### config.mk
export PLATFORM = sky130hd
export DESIGN_NAME = cal_trim_regs
export DESIGN_NICKNAME = d
export VERILOG_FILES = /design/src/pkg/cal_trim_pkg.sv /design/src/cal_trim_regs.sv
export SDC_FILE = /design/constraint.sdc
export NUM_CORES = 1
export LEC_CHECK = 0
export BUFFER_PORTS_ARGS = -buffer_cell sky130_fd_sc_hd__buf_2
export CAP_MARGIN = 40
export CORE_UTILIZATION = 45
export DETAILED_ROUTE_END_ITERATION = 10
export PLACE_DENSITY = 0.73
export SETUP_SLACK_MARGIN = 0.2
export SYNTH_ARGS = -nofsm -noshare
export SYNTH_HDL_FRONTEND = slang
export SYNTH_SLANG_ARGS = --single-unit
### constraint.sdc
create_clock -name clk -period 1.92 [get_ports clk]
set_input_delay 0 -clock clk [delete_from_list [all_inputs] [get_ports clk]]
set_output_delay 0 -clock clk [all_outputs]
set_load 0.01 [all_outputs]
### src/pkg/cal_trim_pkg.sv
// package: register map, reset values and sizes for the calibration and trim bank
package cal_trim_pkg;
	// ------------------------------------------------------------
	// register word indices (printed offsets are not all word
	// multiples, so each offset is an index and byte addr = 4*index)
	// ------------------------------------------------------------
	localparam logic [9:0] IDX_CAL_ENABLE   = 10'h070;
	localparam logic [9:0] IDX_CAL_PORT     = 10'h071;
	localparam logic [9:0] IDX_GAIN_A       = 10'h07A;
	localparam logic [9:0] IDX_GAIN_B       = 10'h07B;
	localparam logic [9:0] IDX_BANDGAP      = 10'h07C;
	localparam logic [9:0] IDX_TERM_A       = 10'h07E;
	localparam logic [9:0] IDX_TERM_B       = 10'h07F;
	localparam logic [9:0] IDX_DITHER       = 10'h09D;
	localparam logic [9:0] IDX_STREAM_CTRL  = 10'h0A0;
	localparam logic [9:0] IDX_CAL_STATUS   = 10'h0A1;

	// ------------------------------------------------------------
	// field positions and reset values
	// ------------------------------------------------------------
	localparam int         CAL_ENABLE_BIT   = 0;
	localparam int         ADDR_FREEZE_BIT  = 0;
	localparam int         HALTED_BIT       = 0;
	localparam int         VALID_BIT        = 1;
	localparam int         BANDGAP_MSB      = 3;
	localparam logic [7:0] DITHER_RESET     = 8'h01;
	localparam logic [7:0] CAL_ENABLE_RESET = 8'h00;
	localparam logic [7:0] ZERO_BYTE        = 8'h00;

	// ------------------------------------------------------------
	// calibration vector length
	// ------------------------------------------------------------
	localparam int         CAL_WORDS        = 673;
	localparam int         CAL_IDX_W        = 10;
endpackage

### src/cal_trim_regs.sv
// calibration vector port and fuse-defaulted trim register bank on apb
//
// Contract
// each read returns next calibration word, 673
// each write loads next calibration word, 673
// address freeze keeps register address during stream
// host accesses vector only when halted; the port is not gated on halted, which only shows in status
// short sequence marks calibration contents invalid
// gain adjust a: 8-bit read/write
// gain adjust b: 8-bit read/write
// bandgap adjust 4 bits, upper reserved zero
// termination adjust a: 8-bit read/write
// termination adjust b: 8-bit read/write
// trims load fuse values at reset
// dither control at 0x9D, reset 0x01
// enable bit 0 gates vector port
// enabling access rewinds word index to zero
//
// Added by the designer: the APB register port.
`timescale 1ns/1ps
`default_nettype none

module cal_trim_regs
	import cal_trim_pkg::*;
#(
	parameter int WORDS = CAL_WORDS
) (
	input  wire logic        clk,
	input  wire logic        rst,
	input  wire logic        ce,
	input  wire logic        psel,
	input  wire logic        penable,
	input  wire logic        pwrite,
	input  wire logic [11:0] paddr,
	input  wire logic [31:0] pwdata,
	output logic      [31:0] prdata,
	output logic             pready,
	output logic             pslverr,
	input  wire logic [7:0]  fuse_gain_a,
	input  wire logic [7:0]  fuse_gain_b,
	input  wire logic [3:0]  fuse_bandgap,
	input  wire logic [7:0]  fuse_term_a,
	input  wire logic [7:0]  fuse_term_b,
	input  wire logic        calibration_halted_flag,
	input  wire logic [7:0]  cal_rd_word,
	output logic             cal_rd_strobe,
	output logic             cal_wr_strobe,
	output logic      [9:0]  cal_word_index,
	output logic      [7:0]  cal_wr_word,
	output logic             cal_vector_valid,
	output logic             address_freeze,
	output logic      [7:0]  gain_adjust_chan_a,
	output logic      [7:0]  gain_adjust_chan_b,
	output logic      [3:0]  bandgap_adjust,
	output logic      [7:0]  termination_adjust_chan_a,
	output logic      [7:0]  termination_adjust_chan_b,
	output logic      [7:0]  dither_control
);

	// ------------------------------------------------------------
	// synchronisers for pins from outside the clock domain
	// ------------------------------------------------------------
	logic halted_s1_reg;
	logic halted_s2_reg;
	logic [35:0] fuse_s1_reg;
	logic [35:0] fuse_s2_reg;

	// halted comes from the engine's own timing, so it is synchronised
	always_ff @(posedge clk) begin
		if (rst) begin
			halted_s1_reg <= 1'b0;
			halted_s2_reg <= 1'b0;
		end else if (ce) begin
			halted_s1_reg <= calibration_halted_flag;
			halted_s2_reg <= halted_s1_reg;
		end
	end

	// fuse levels keep sampling through reset, so the synchronised
	// value is settled when the trims load on the first edge after it
	always_ff @(posedge clk) begin
		if (ce) begin
			fuse_s1_reg <= {fuse_gain_a, fuse_gain_b, fuse_bandgap, fuse_term_a, fuse_term_b};
			fuse_s2_reg <= fuse_s1_reg;
		end
	end

	// ------------------------------------------------------------
	// bus decode
	// ------------------------------------------------------------
	// word-aligned only: an address off the word boundary is unmapped
	function automatic logic hit(input logic [11:0] a, input logic [9:0] idx);
		hit = (a[11:2] == idx) && (a[1:0] == 2'b00);
	endfunction

	logic access;
	logic wr_acc;
	logic rd_acc;
	logic vec_hit;
	logic mapped;
	logic setup;

	// zero wait states: read data and refusal are registered in the
	// setup cycle, so the access phase never has to stall
	assign pready  = 1'b1;
	assign setup   = psel && !penable && ce;
	assign access  = psel && penable && ce;
	assign wr_acc  = access && pwrite;
	assign rd_acc  = access && !pwrite;

	// ------------------------------------------------------------
	// register state
	// ------------------------------------------------------------
	logic       fuse_load_reg;
	logic       fuse_load_next;
	logic [7:0] cal_en_reg;
	logic [7:0] cal_en_next;
	logic       freeze_reg;
	logic       freeze_next;
	logic [7:0] gain_a_reg;
	logic [7:0] gain_a_next;
	logic [7:0] gain_b_reg;
	logic [7:0] gain_b_next;
	logic [3:0] bg_reg;
	logic [3:0] bg_next;
	logic [7:0] term_a_reg;
	logic [7:0] term_a_next;
	logic [7:0] term_b_reg;
	logic [7:0] term_b_next;
	logic [7:0] dith_reg;
	logic [7:0] dith_next;
	logic [9:0] idx_reg;
	logic [9:0] idx_next;
	logic       valid_reg;
	logic       valid_next;
	logic       busy_reg;
	logic       busy_next;
	logic [31:0] rdata_reg;
	logic [31:0] rdata_next;
	logic       err_reg;
	logic       err_next;
	logic       vec_ok;

	// a streaming master steps its address; freeze folds the next
	// index back onto the port while a sequence is open
	// freeze holds the vector port address in streams
	assign vec_hit = hit(paddr, IDX_CAL_PORT)
		|| (freeze_reg && busy_reg && hit(paddr, IDX_CAL_PORT + 10'd1));
	// port gated by enable bit 0
	assign vec_ok  = vec_hit && cal_en_reg[CAL_ENABLE_BIT];
	// status and stream control are local additions to the map
	assign mapped  = hit(paddr, IDX_CAL_ENABLE) || vec_hit || hit(paddr, IDX_GAIN_A)
		|| hit(paddr, IDX_GAIN_B) || hit(paddr, IDX_BANDGAP) || hit(paddr, IDX_TERM_A)
		|| hit(paddr, IDX_TERM_B) || hit(paddr, IDX_DITHER) || hit(paddr, IDX_STREAM_CTRL)
		|| hit(paddr, IDX_CAL_STATUS);

	// ------------------------------------------------------------
	// read data decode
	// ------------------------------------------------------------
	function automatic logic [31:0] rdata_mux();
		rdata_mux = '0;
		if (hit(paddr, IDX_CAL_ENABLE)) rdata_mux = {24'h000000, cal_en_reg};
		if (hit(paddr, IDX_GAIN_A)) rdata_mux = {24'h000000, gain_a_reg};
		if (hit(paddr, IDX_GAIN_B)) rdata_mux = {24'h000000, gain_b_reg};
		if (hit(paddr, IDX_BANDGAP)) rdata_mux = {28'h0000000, bg_reg};
		if (hit(paddr, IDX_TERM_A)) rdata_mux = {24'h000000, term_a_reg};
		if (hit(paddr, IDX_TERM_B)) rdata_mux = {24'h000000, term_b_reg};
		if (hit(paddr, IDX_DITHER)) rdata_mux = {24'h000000, dith_reg};
		if (hit(paddr, IDX_STREAM_CTRL)) rdata_mux = {31'h00000000, freeze_reg};
		if (hit(paddr, IDX_CAL_STATUS)) rdata_mux = {30'h00000000, valid_reg, halted_s2_reg};
	endfunction

	always_comb begin
		fuse_load_next = 1'b0;
		cal_en_next    = cal_en_reg;
		freeze_next    = freeze_reg;
		gain_a_next    = gain_a_reg;
		gain_b_next    = gain_b_reg;
		bg_next        = bg_reg;
		term_a_next    = term_a_reg;
		term_b_next    = term_b_reg;
		dith_next      = dith_reg;
		idx_next       = idx_reg;
		valid_next     = valid_reg;
		busy_next      = busy_reg;
		rdata_next     = rdata_reg;
		err_next       = 1'b0;
		// fuse values load once after reset
		if (fuse_load_reg) begin
			{gain_a_next, gain_b_next, bg_next, term_a_next, term_b_next} = fuse_s2_reg;
		end
		// a setup cycle with ce low captures nothing, so ce must stay high
		// from setup to the end of a read for its data to be fresh
		if (setup) begin
			err_next   = !mapped || (vec_hit && !vec_ok);
			rdata_next = '0;
			if (!pwrite) rdata_next = vec_ok ? {24'h000000, cal_rd_word} : rdata_mux();
		end
		if (wr_acc) begin
			if (hit(paddr, IDX_CAL_ENABLE)) begin
				// reserved enable bits always read back zero
				cal_en_next = {7'h00, pwdata[CAL_ENABLE_BIT]};
				// rising enable rewinds index
				if (pwdata[CAL_ENABLE_BIT] && !cal_en_reg[CAL_ENABLE_BIT]) begin
					idx_next  = '0;
					busy_next = 1'b0;
				end
				// leaving before 673 words invalidates
				if (!pwdata[CAL_ENABLE_BIT] && busy_reg) begin
					valid_next = 1'b0;
					busy_next  = 1'b0;
				end
			end
			// gain a write
			if (hit(paddr, IDX_GAIN_A)) gain_a_next = pwdata[7:0];
			// gain b write
			if (hit(paddr, IDX_GAIN_B)) gain_b_next = pwdata[7:0];
			// reserved upper bits dropped
			if (hit(paddr, IDX_BANDGAP)) bg_next = pwdata[BANDGAP_MSB:0];
			// termination a write
			if (hit(paddr, IDX_TERM_A)) term_a_next = pwdata[7:0];
			// termination b write
			if (hit(paddr, IDX_TERM_B)) term_b_next = pwdata[7:0];
			// dither control write
			if (hit(paddr, IDX_DITHER)) dith_next = pwdata[7:0];
			if (hit(paddr, IDX_STREAM_CTRL)) freeze_next = pwdata[ADDR_FREEZE_BIT];
		end
		// each port access steps the word index; a refused
		// access does not, so a retry after enabling starts in step
		if (access && vec_ok) begin
			if (idx_reg == 10'(WORDS - 1)) begin
				idx_next   = '0;
				busy_next  = 1'b0;
				valid_next = 1'b1;
			end else begin
				idx_next   = idx_reg + 10'd1;
				busy_next  = 1'b1;
				valid_next = 1'b0;
			end
		end
	end

	always_ff @(posedge clk) begin
		if (rst) begin
			fuse_load_reg <= 1'b1;
			cal_en_reg    <= CAL_ENABLE_RESET;
			freeze_reg    <= 1'b0;
			gain_a_reg    <= ZERO_BYTE;
			gain_b_reg    <= ZERO_BYTE;
			bg_reg        <= 4'h0;
			term_a_reg    <= ZERO_BYTE;
			term_b_reg    <= ZERO_BYTE;
			dith_reg      <= DITHER_RESET;
			idx_reg       <= '0;
			// nothing has been cut short yet, so contents start valid
			valid_reg     <= 1'b1;
			busy_reg      <= 1'b0;
			rdata_reg     <= '0;
			err_reg       <= 1'b0;
		end else if (ce) begin
			// one-shot: trims take the fuse value once, then software owns them
			fuse_load_reg <= fuse_load_next;
			cal_en_reg    <= cal_en_next;
			freeze_reg    <= freeze_next;
			gain_a_reg    <= gain_a_next;
			gain_b_reg    <= gain_b_next;
			bg_reg        <= bg_next;
			term_a_reg    <= term_a_next;
			term_b_reg    <= term_b_next;
			dith_reg      <= dith_next;
			idx_reg       <= idx_next;
			valid_reg     <= valid_next;
			busy_reg      <= busy_next;
			rdata_reg     <= rdata_next;
			err_reg       <= err_next;
		end
	end

	// ------------------------------------------------------------
	// outputs
	// ------------------------------------------------------------
	// both were fixed in the setup cycle and hold through the access phase
	assign prdata  = rdata_reg;
	assign pslverr = psel && penable && err_reg;

	// strobes mark the word taken or loaded this edge
	assign cal_rd_strobe             = rd_acc && vec_ok;
	assign cal_wr_strobe             = wr_acc && vec_ok;
	// live bus data: valid only alongside cal_wr_strobe
	assign cal_wr_word               = pwdata[7:0];
	assign cal_word_index            = idx_reg;
	assign cal_vector_valid          = valid_reg;
	assign address_freeze            = freeze_reg;
	assign gain_adjust_chan_a        = gain_a_reg;
	assign gain_adjust_chan_b        = gain_b_reg;
	assign bandgap_adjust            = bg_reg;
	assign termination_adjust_chan_a = term_a_reg;
	assign termination_adjust_chan_b = term_b_reg;
	assign dither_control            = dith_reg;

endmodule

`default_nettype wire
[Yosys cells after proc, flatten, opt, wreduce, memory -nomap -nowiden]
Index checks and enable logic that the tools add are counted.
Storage, ports and cells
  bits in registers: 166
  output and inout port bits: 100
  bits in writable memories: 0
  bits in read-only memories: 0
  latch bits: 0
  input port bits: 95
  memories kept: 0
  word-level logic and storage cells: 131
Cells by class
  bitwise gates (word level): 0
  equality and inequality tests: 12
  $lt $le $gt $ge: 0
  reduce and logical (&&, ||, !) cells: 57
  div/mod/pow operators: 0
  shifts and indexed selects: 0
  add/subtract/negate cells: 1
  muxes and demuxes: 43
  multipliers: 0
Operator list (number)
  $mux 32: 10
  $mux 8: 12
  $eq 10x7->1 const B: 8
  $mux 10: 5
  $eq 10x8->1 const B: 3
  $logic_and 1x1->1: 27
  $mux 1: 13
  $mux 4: 3
  $reduce_and 4->1: 3
  $logic_or 1x1->1: 11
  $add 10x1->10 const B: 1
  $eq 10x10->1 const B: 1
  $reduce_and 3->1: 3
  $reduce_bool 2->1: 4
  $logic_not 1->1: 6
  $reduce_bool 3->1: 1
  $logic_not 2->1: 1
  $reduce_and 2->1: 1

[Logic depth before layout (Yosys ltp)]
  word-level depth: 16
  depth in mapped cells: 9

[Least setup slack after synthesis]
OpenSTA, ideal clock, no wires.
  kind: input to register
  start: in paddr[11]
  end: reg dith_reg[1] (netlist: dither_control[1])
  arrival: 1.781 ns
  stages on the path: 9
  buffers on the path: 3
  slack: 0.011 ns
  setup time: 0.128 ns
  path through: or4_1 buf_6 nor4b_4 and2_1 buf_2 and2b_1 buf_4 mux2i_1 nor2_1
On the way
  longest elaborated chain between the ends: 3
RTL lines
  start: declaration: RTL line cal_trim_regs.sv:34  | input wire logic [11:0] paddr,
  $eq 10x8->1: RTL line cal_trim_regs.sv:93  | hit = (a[11:2] == idx) && (a[1:0] == 2'b00);
  $logic_and 1x1->1: RTL line cal_trim_regs.sv:93
  $reduce_and 3->1 (no line)
  end signal: assignment: RTL line cal_trim_regs.sv:270  | dith_reg <= dith_next;
  end: declaration: RTL line cal_trim_regs.sv:130  | logic [7:0] dith_reg;
No other way between the ends.
A chain may end at the register's enable or synchronous reset.

[Worst setup path after layout]
  start: reg idx_reg[1] (netlist: cal_word_index[1])
  end: reg idx_reg[8] (netlist: cal_word_index[8])
On the way
  longest elaborated chain between the ends: 3
  elaborated cells on any way between the ends: 4
  classes of those cells: add/sub: 1; eq/ne: 1; mux: 2
RTL lines
  start: declaration: RTL line cal_trim_regs.sv:132  | logic [9:0] idx_reg;
  start signal: assignment: RTL line cal_trim_regs.sv:271  | idx_reg <= idx_next;
  $add 10x1->10 / $eq 10x10->1 (equally long branches): RTL line cal_trim_regs.sv:236, cal_trim_regs.sv:231
  $mux 10 (*): RTL line cal_trim_regs.sv:231  | if (idx_reg == 10'(WORDS - 1)) begin
  $mux 10 (*): RTL line cal_trim_regs.sv:230  | if (access && vec_ok) begin
Mark *: on every way between the ends. The rest lies on a longest branch, timed or not.

==> flow_summary.toml <==
[outcome]
status = "complete, no violations"

[setup_path]
slowest_stage = "dfxtp_2"
endpoint = "cal_word_index[8]"
path_class = "reg2reg"
required_ps = 2230
regToRegEndpoint = "cal_word_index[8]"
crit_path_cell_trace = "inv_2 -> ha_4 -> nand4b_1 -> nor4_4 -> a41o_1 -> o21bai_4 -> nor2_2 -> mux2_4"
crit_fanout = 5
critical_path.reg2reg.startpoint = "cal_word_index[1]"
start_kind = "flop"
critPathLaunch = "cal_word_index[1]"
max_stage_delay_ps = 320
r2r_slack_ps = 180
end_kind = "flop"
worstPathArrival_ps = 2050
rr_worst_depth = 8

[routing]
ant_nets = 0
via_count = 5427
vias_per_cell = 5.40
routed_wl_um = 17500
drc = 0
routedWlPerCell_um = 17.4
dr.pass1.iters = 5
drtIter0Drc = 385

[pwr]
leakage_nw = 3.48
p_comb_share_pct = 9.4
ir_worst_vdd_v = 0.000668
p_per_area_nw_per_um2 = 851
seqPwrFrac_pct = 47.5
power.internal_mw = 5.57
p_clk_share_pct = 43.1
p_sw_share_pct = 23.7
p_switching_mw = 1.73
p_total_mw = 7.30

[placement]
numPortBuffers = 145
gp_routability_congestion = 0.846
placed_cell_area_um2 = 7370
placed_cells = 921
dp_slack_ps = -146
hpwlAfterDp_um = 12500

[final_layout]
num-nets-final = 914
finalNonFillerCells = 1005
diodes = 0
final_area_um2 = 8580
area_delta_synth_final_pct = 35.8
drive_above_1_share_pct = 32.1

[synthesis]
synth_area_um2 = 6320
netlist-cell-type-count = 68
ys_seq_area_share_pct = 56.4
synth_warnings = 0
synth-edff-count = 72
synth_seq_cells = 142
synthArstFlopShare_pct = 0
syn_avg_cell_area_um2 = 10.6
synthCells = 595
synth_flop_cell = "edfxtp_1"

[worst_hold_path]
holdCritPathClass = "in2reg"

[global_route]
overflow = 0
grt.total_usage_pct = 24.7
grt_max_degree = 72
grt_pass1_vias = 5339
antenna_found_initial = 0
grt_pass1_wl_um = 27000

[floorplan]
die_y_um = 121
io_pins = 195
initial_core_util_pct = 47.0
num_rows = 42
die_x_um = 121
die_area_um2 = 14500
coreArea_um2 = 13500

[clock_network]
clk_pin_slew_ps = 60
cts_sinks = 142
cts_buffers = 17
cts_max_level = 4
tritoncts = "built"
cts_root_buf = "clkbuf_16"
cts_max_path_buffers = 2
clk_latency_ps = 420

[sta]
finalWorstSetupSlack_ps = 179
fin_worst_skew_ps = 5.29
clock.fmax_mhz = 574
fin_crit_sh_pct = 90.7
fin_crit_ps = 1740
holdWs_ps = 31.6
finalSetupViolCount = 0
grt_setup_unrepaired = "true"
worstMarginPinSlew_ps = 845
hold_viol_final = 0
slew_headroom_pct = 43.7
maxSlewViolCount = 0

[run]
drv_cap = 0
## layer usage
layer  track usage [%]  up-vias  part of all wire (%)
met1              29.6     2556                    40
met5                 0        -                     0
met4              10.8        0                   2.7
met2              41.7      276                    49
li1                  -     2556                     -
met3              6.56       39                   8.3
## cells by family (layout without fill, tap and decap cells)
logic type	after synthesis	count (layout)	share of synthesized area [%]
and+or+nand+nor	201	201	16.2
DFF	142	142	56.4
AOI/OAI and AO/OA	132	132	13.9
buffers and inverters	77	288	6.91
muxes	32	32	5.09
xor gates and xnor gates	7	7	0.970
adders and majority gates	2	2	0.396
other	2	25	0.119
## per-stage QoR
| step | util [%] | setup TNS, ps |
|---|---|---|
| 6_report | 63.8 | 0 |
| 5_1_grt | 63.8 | 0 |
| 4_1_cts | 63.0 | 0 |
| 3_5_place_dp | 54.8 | -1490 |
| 3_3_place_gp | 54.8 | -678 |
| 2_1_floorplan | - | 0 |
## what timing repair did
item                                   4_1_cts  5_1_grt
setup buffers                                1        2
hold buffers                                50        0
setup endpoints to repair                   13       17
gates resized for setup                      6       21
pin swaps                                    3        8
endpoints found under the hold margin       52        0
## cells in the final DEF (no fill, tap or decap), types with 25 or more instances in the layout
cell,count
mux2i_1,31
nor2_1,84
conb_1,25
nand2_1,32
dlygate4sd3_1,50
a21oi_1,34
buf_4,45
dfxtp_1,67
buf_2,144
edfxtp_1,72
o21ai_0,31
## final cells by class
cell class / count / area, µm²
Clock buffer: 17 / 425
Inverter: 12 / 45.0
Timing Repair Buffer: 245 / 1650
Fill cell: 1090 / 4870
Sequential cell: 142 / 3570
Tap cell: 176 / 220
Clock inverter: 14 / 144
Multi-Input combinational cell: 399 / 2520
## critical path, delay by kind of cell (launching register included)
kind | cells | cell delay [ps]
compound gates | 2 | 390
fa+ha+maj | 1 | 120
buf+inv | 1 | 70
simple gates | 3 | 490
flops | 1 | 320
mux | 1 | 250
## cell usage after synthesis (3+ instances only)
library cell / number / area [µm²]
xnor2_1: 7 / 61.3
a211oi_1: 19 / 143
nand3_1: 11 / 55.1
o31ai_1: 3 / 22.5
edfxtp_1: 72 / 2160
inv_1: 12 / 45.0
o21ai_0: 32 / 160
nor4_1: 4 / 25.0
mux2i_1: 31 / 310
o22ai_1: 8 / 50.1
nand4_1: 6 / 37.5
and2_1: 5 / 31.3
buf_2: 4 / 20.0
nor2_1: 89 / 334
dfxtp_1: 70 / 1400
a21oi_1: 35 / 175
clkbuf_1: 22 / 82.6
a2111oi_2: 4 / 60.1
a221oi_1: 3 / 26.3
nor3b_1: 3 / 22.5
nand2_1: 33 / 124
nand3b_1: 11 / 82.6
nor3_1: 11 / 55.1
buf_4: 36 / 270
nand2b_1: 4 / 25.0
nand4b_1: 3 / 26.3
## power by group through the flow
| stage | clock [mW] | sequential (mW) | combinational, mW |
|---|---|---|---|
| after floorplan | 0 | 3.52 | 0.332 |
| after global placement | 0 | 3.53 | 0.567 |
| after detailed placement | 0 | 3.53 | 0.587 |
| after CTS | 3.19 | 3.47 | 0.673 |
| after global routing | 3.30 | 3.49 | 0.748 |
| final | 3.15 | 3.47 | 0.686 |
## worst min path at each step
| stage | from | end | slack [ps] | cells after the start |
|---|---|---|---|---|
| global route | rst | termination_adjust_chan_a[2] | 30 | 2 |
| detailed placement | fuse_term_a[3] | fuse_s1_reg[11] | 180 | 1 |
| finish | rst | termination_adjust_chan_a[2] | 30 | 2 |
| global placement | fuse_gain_a[4] | fuse_s1_reg[32] | 180 | 1 |
| CTS | rst | gain_adjust_chan_a[6] | 4 | 2 |
| floorplan | pwrite | cal_rd_strobe | 50 | 1 |
Note: power is estimated with default switching activity, not from simulation.
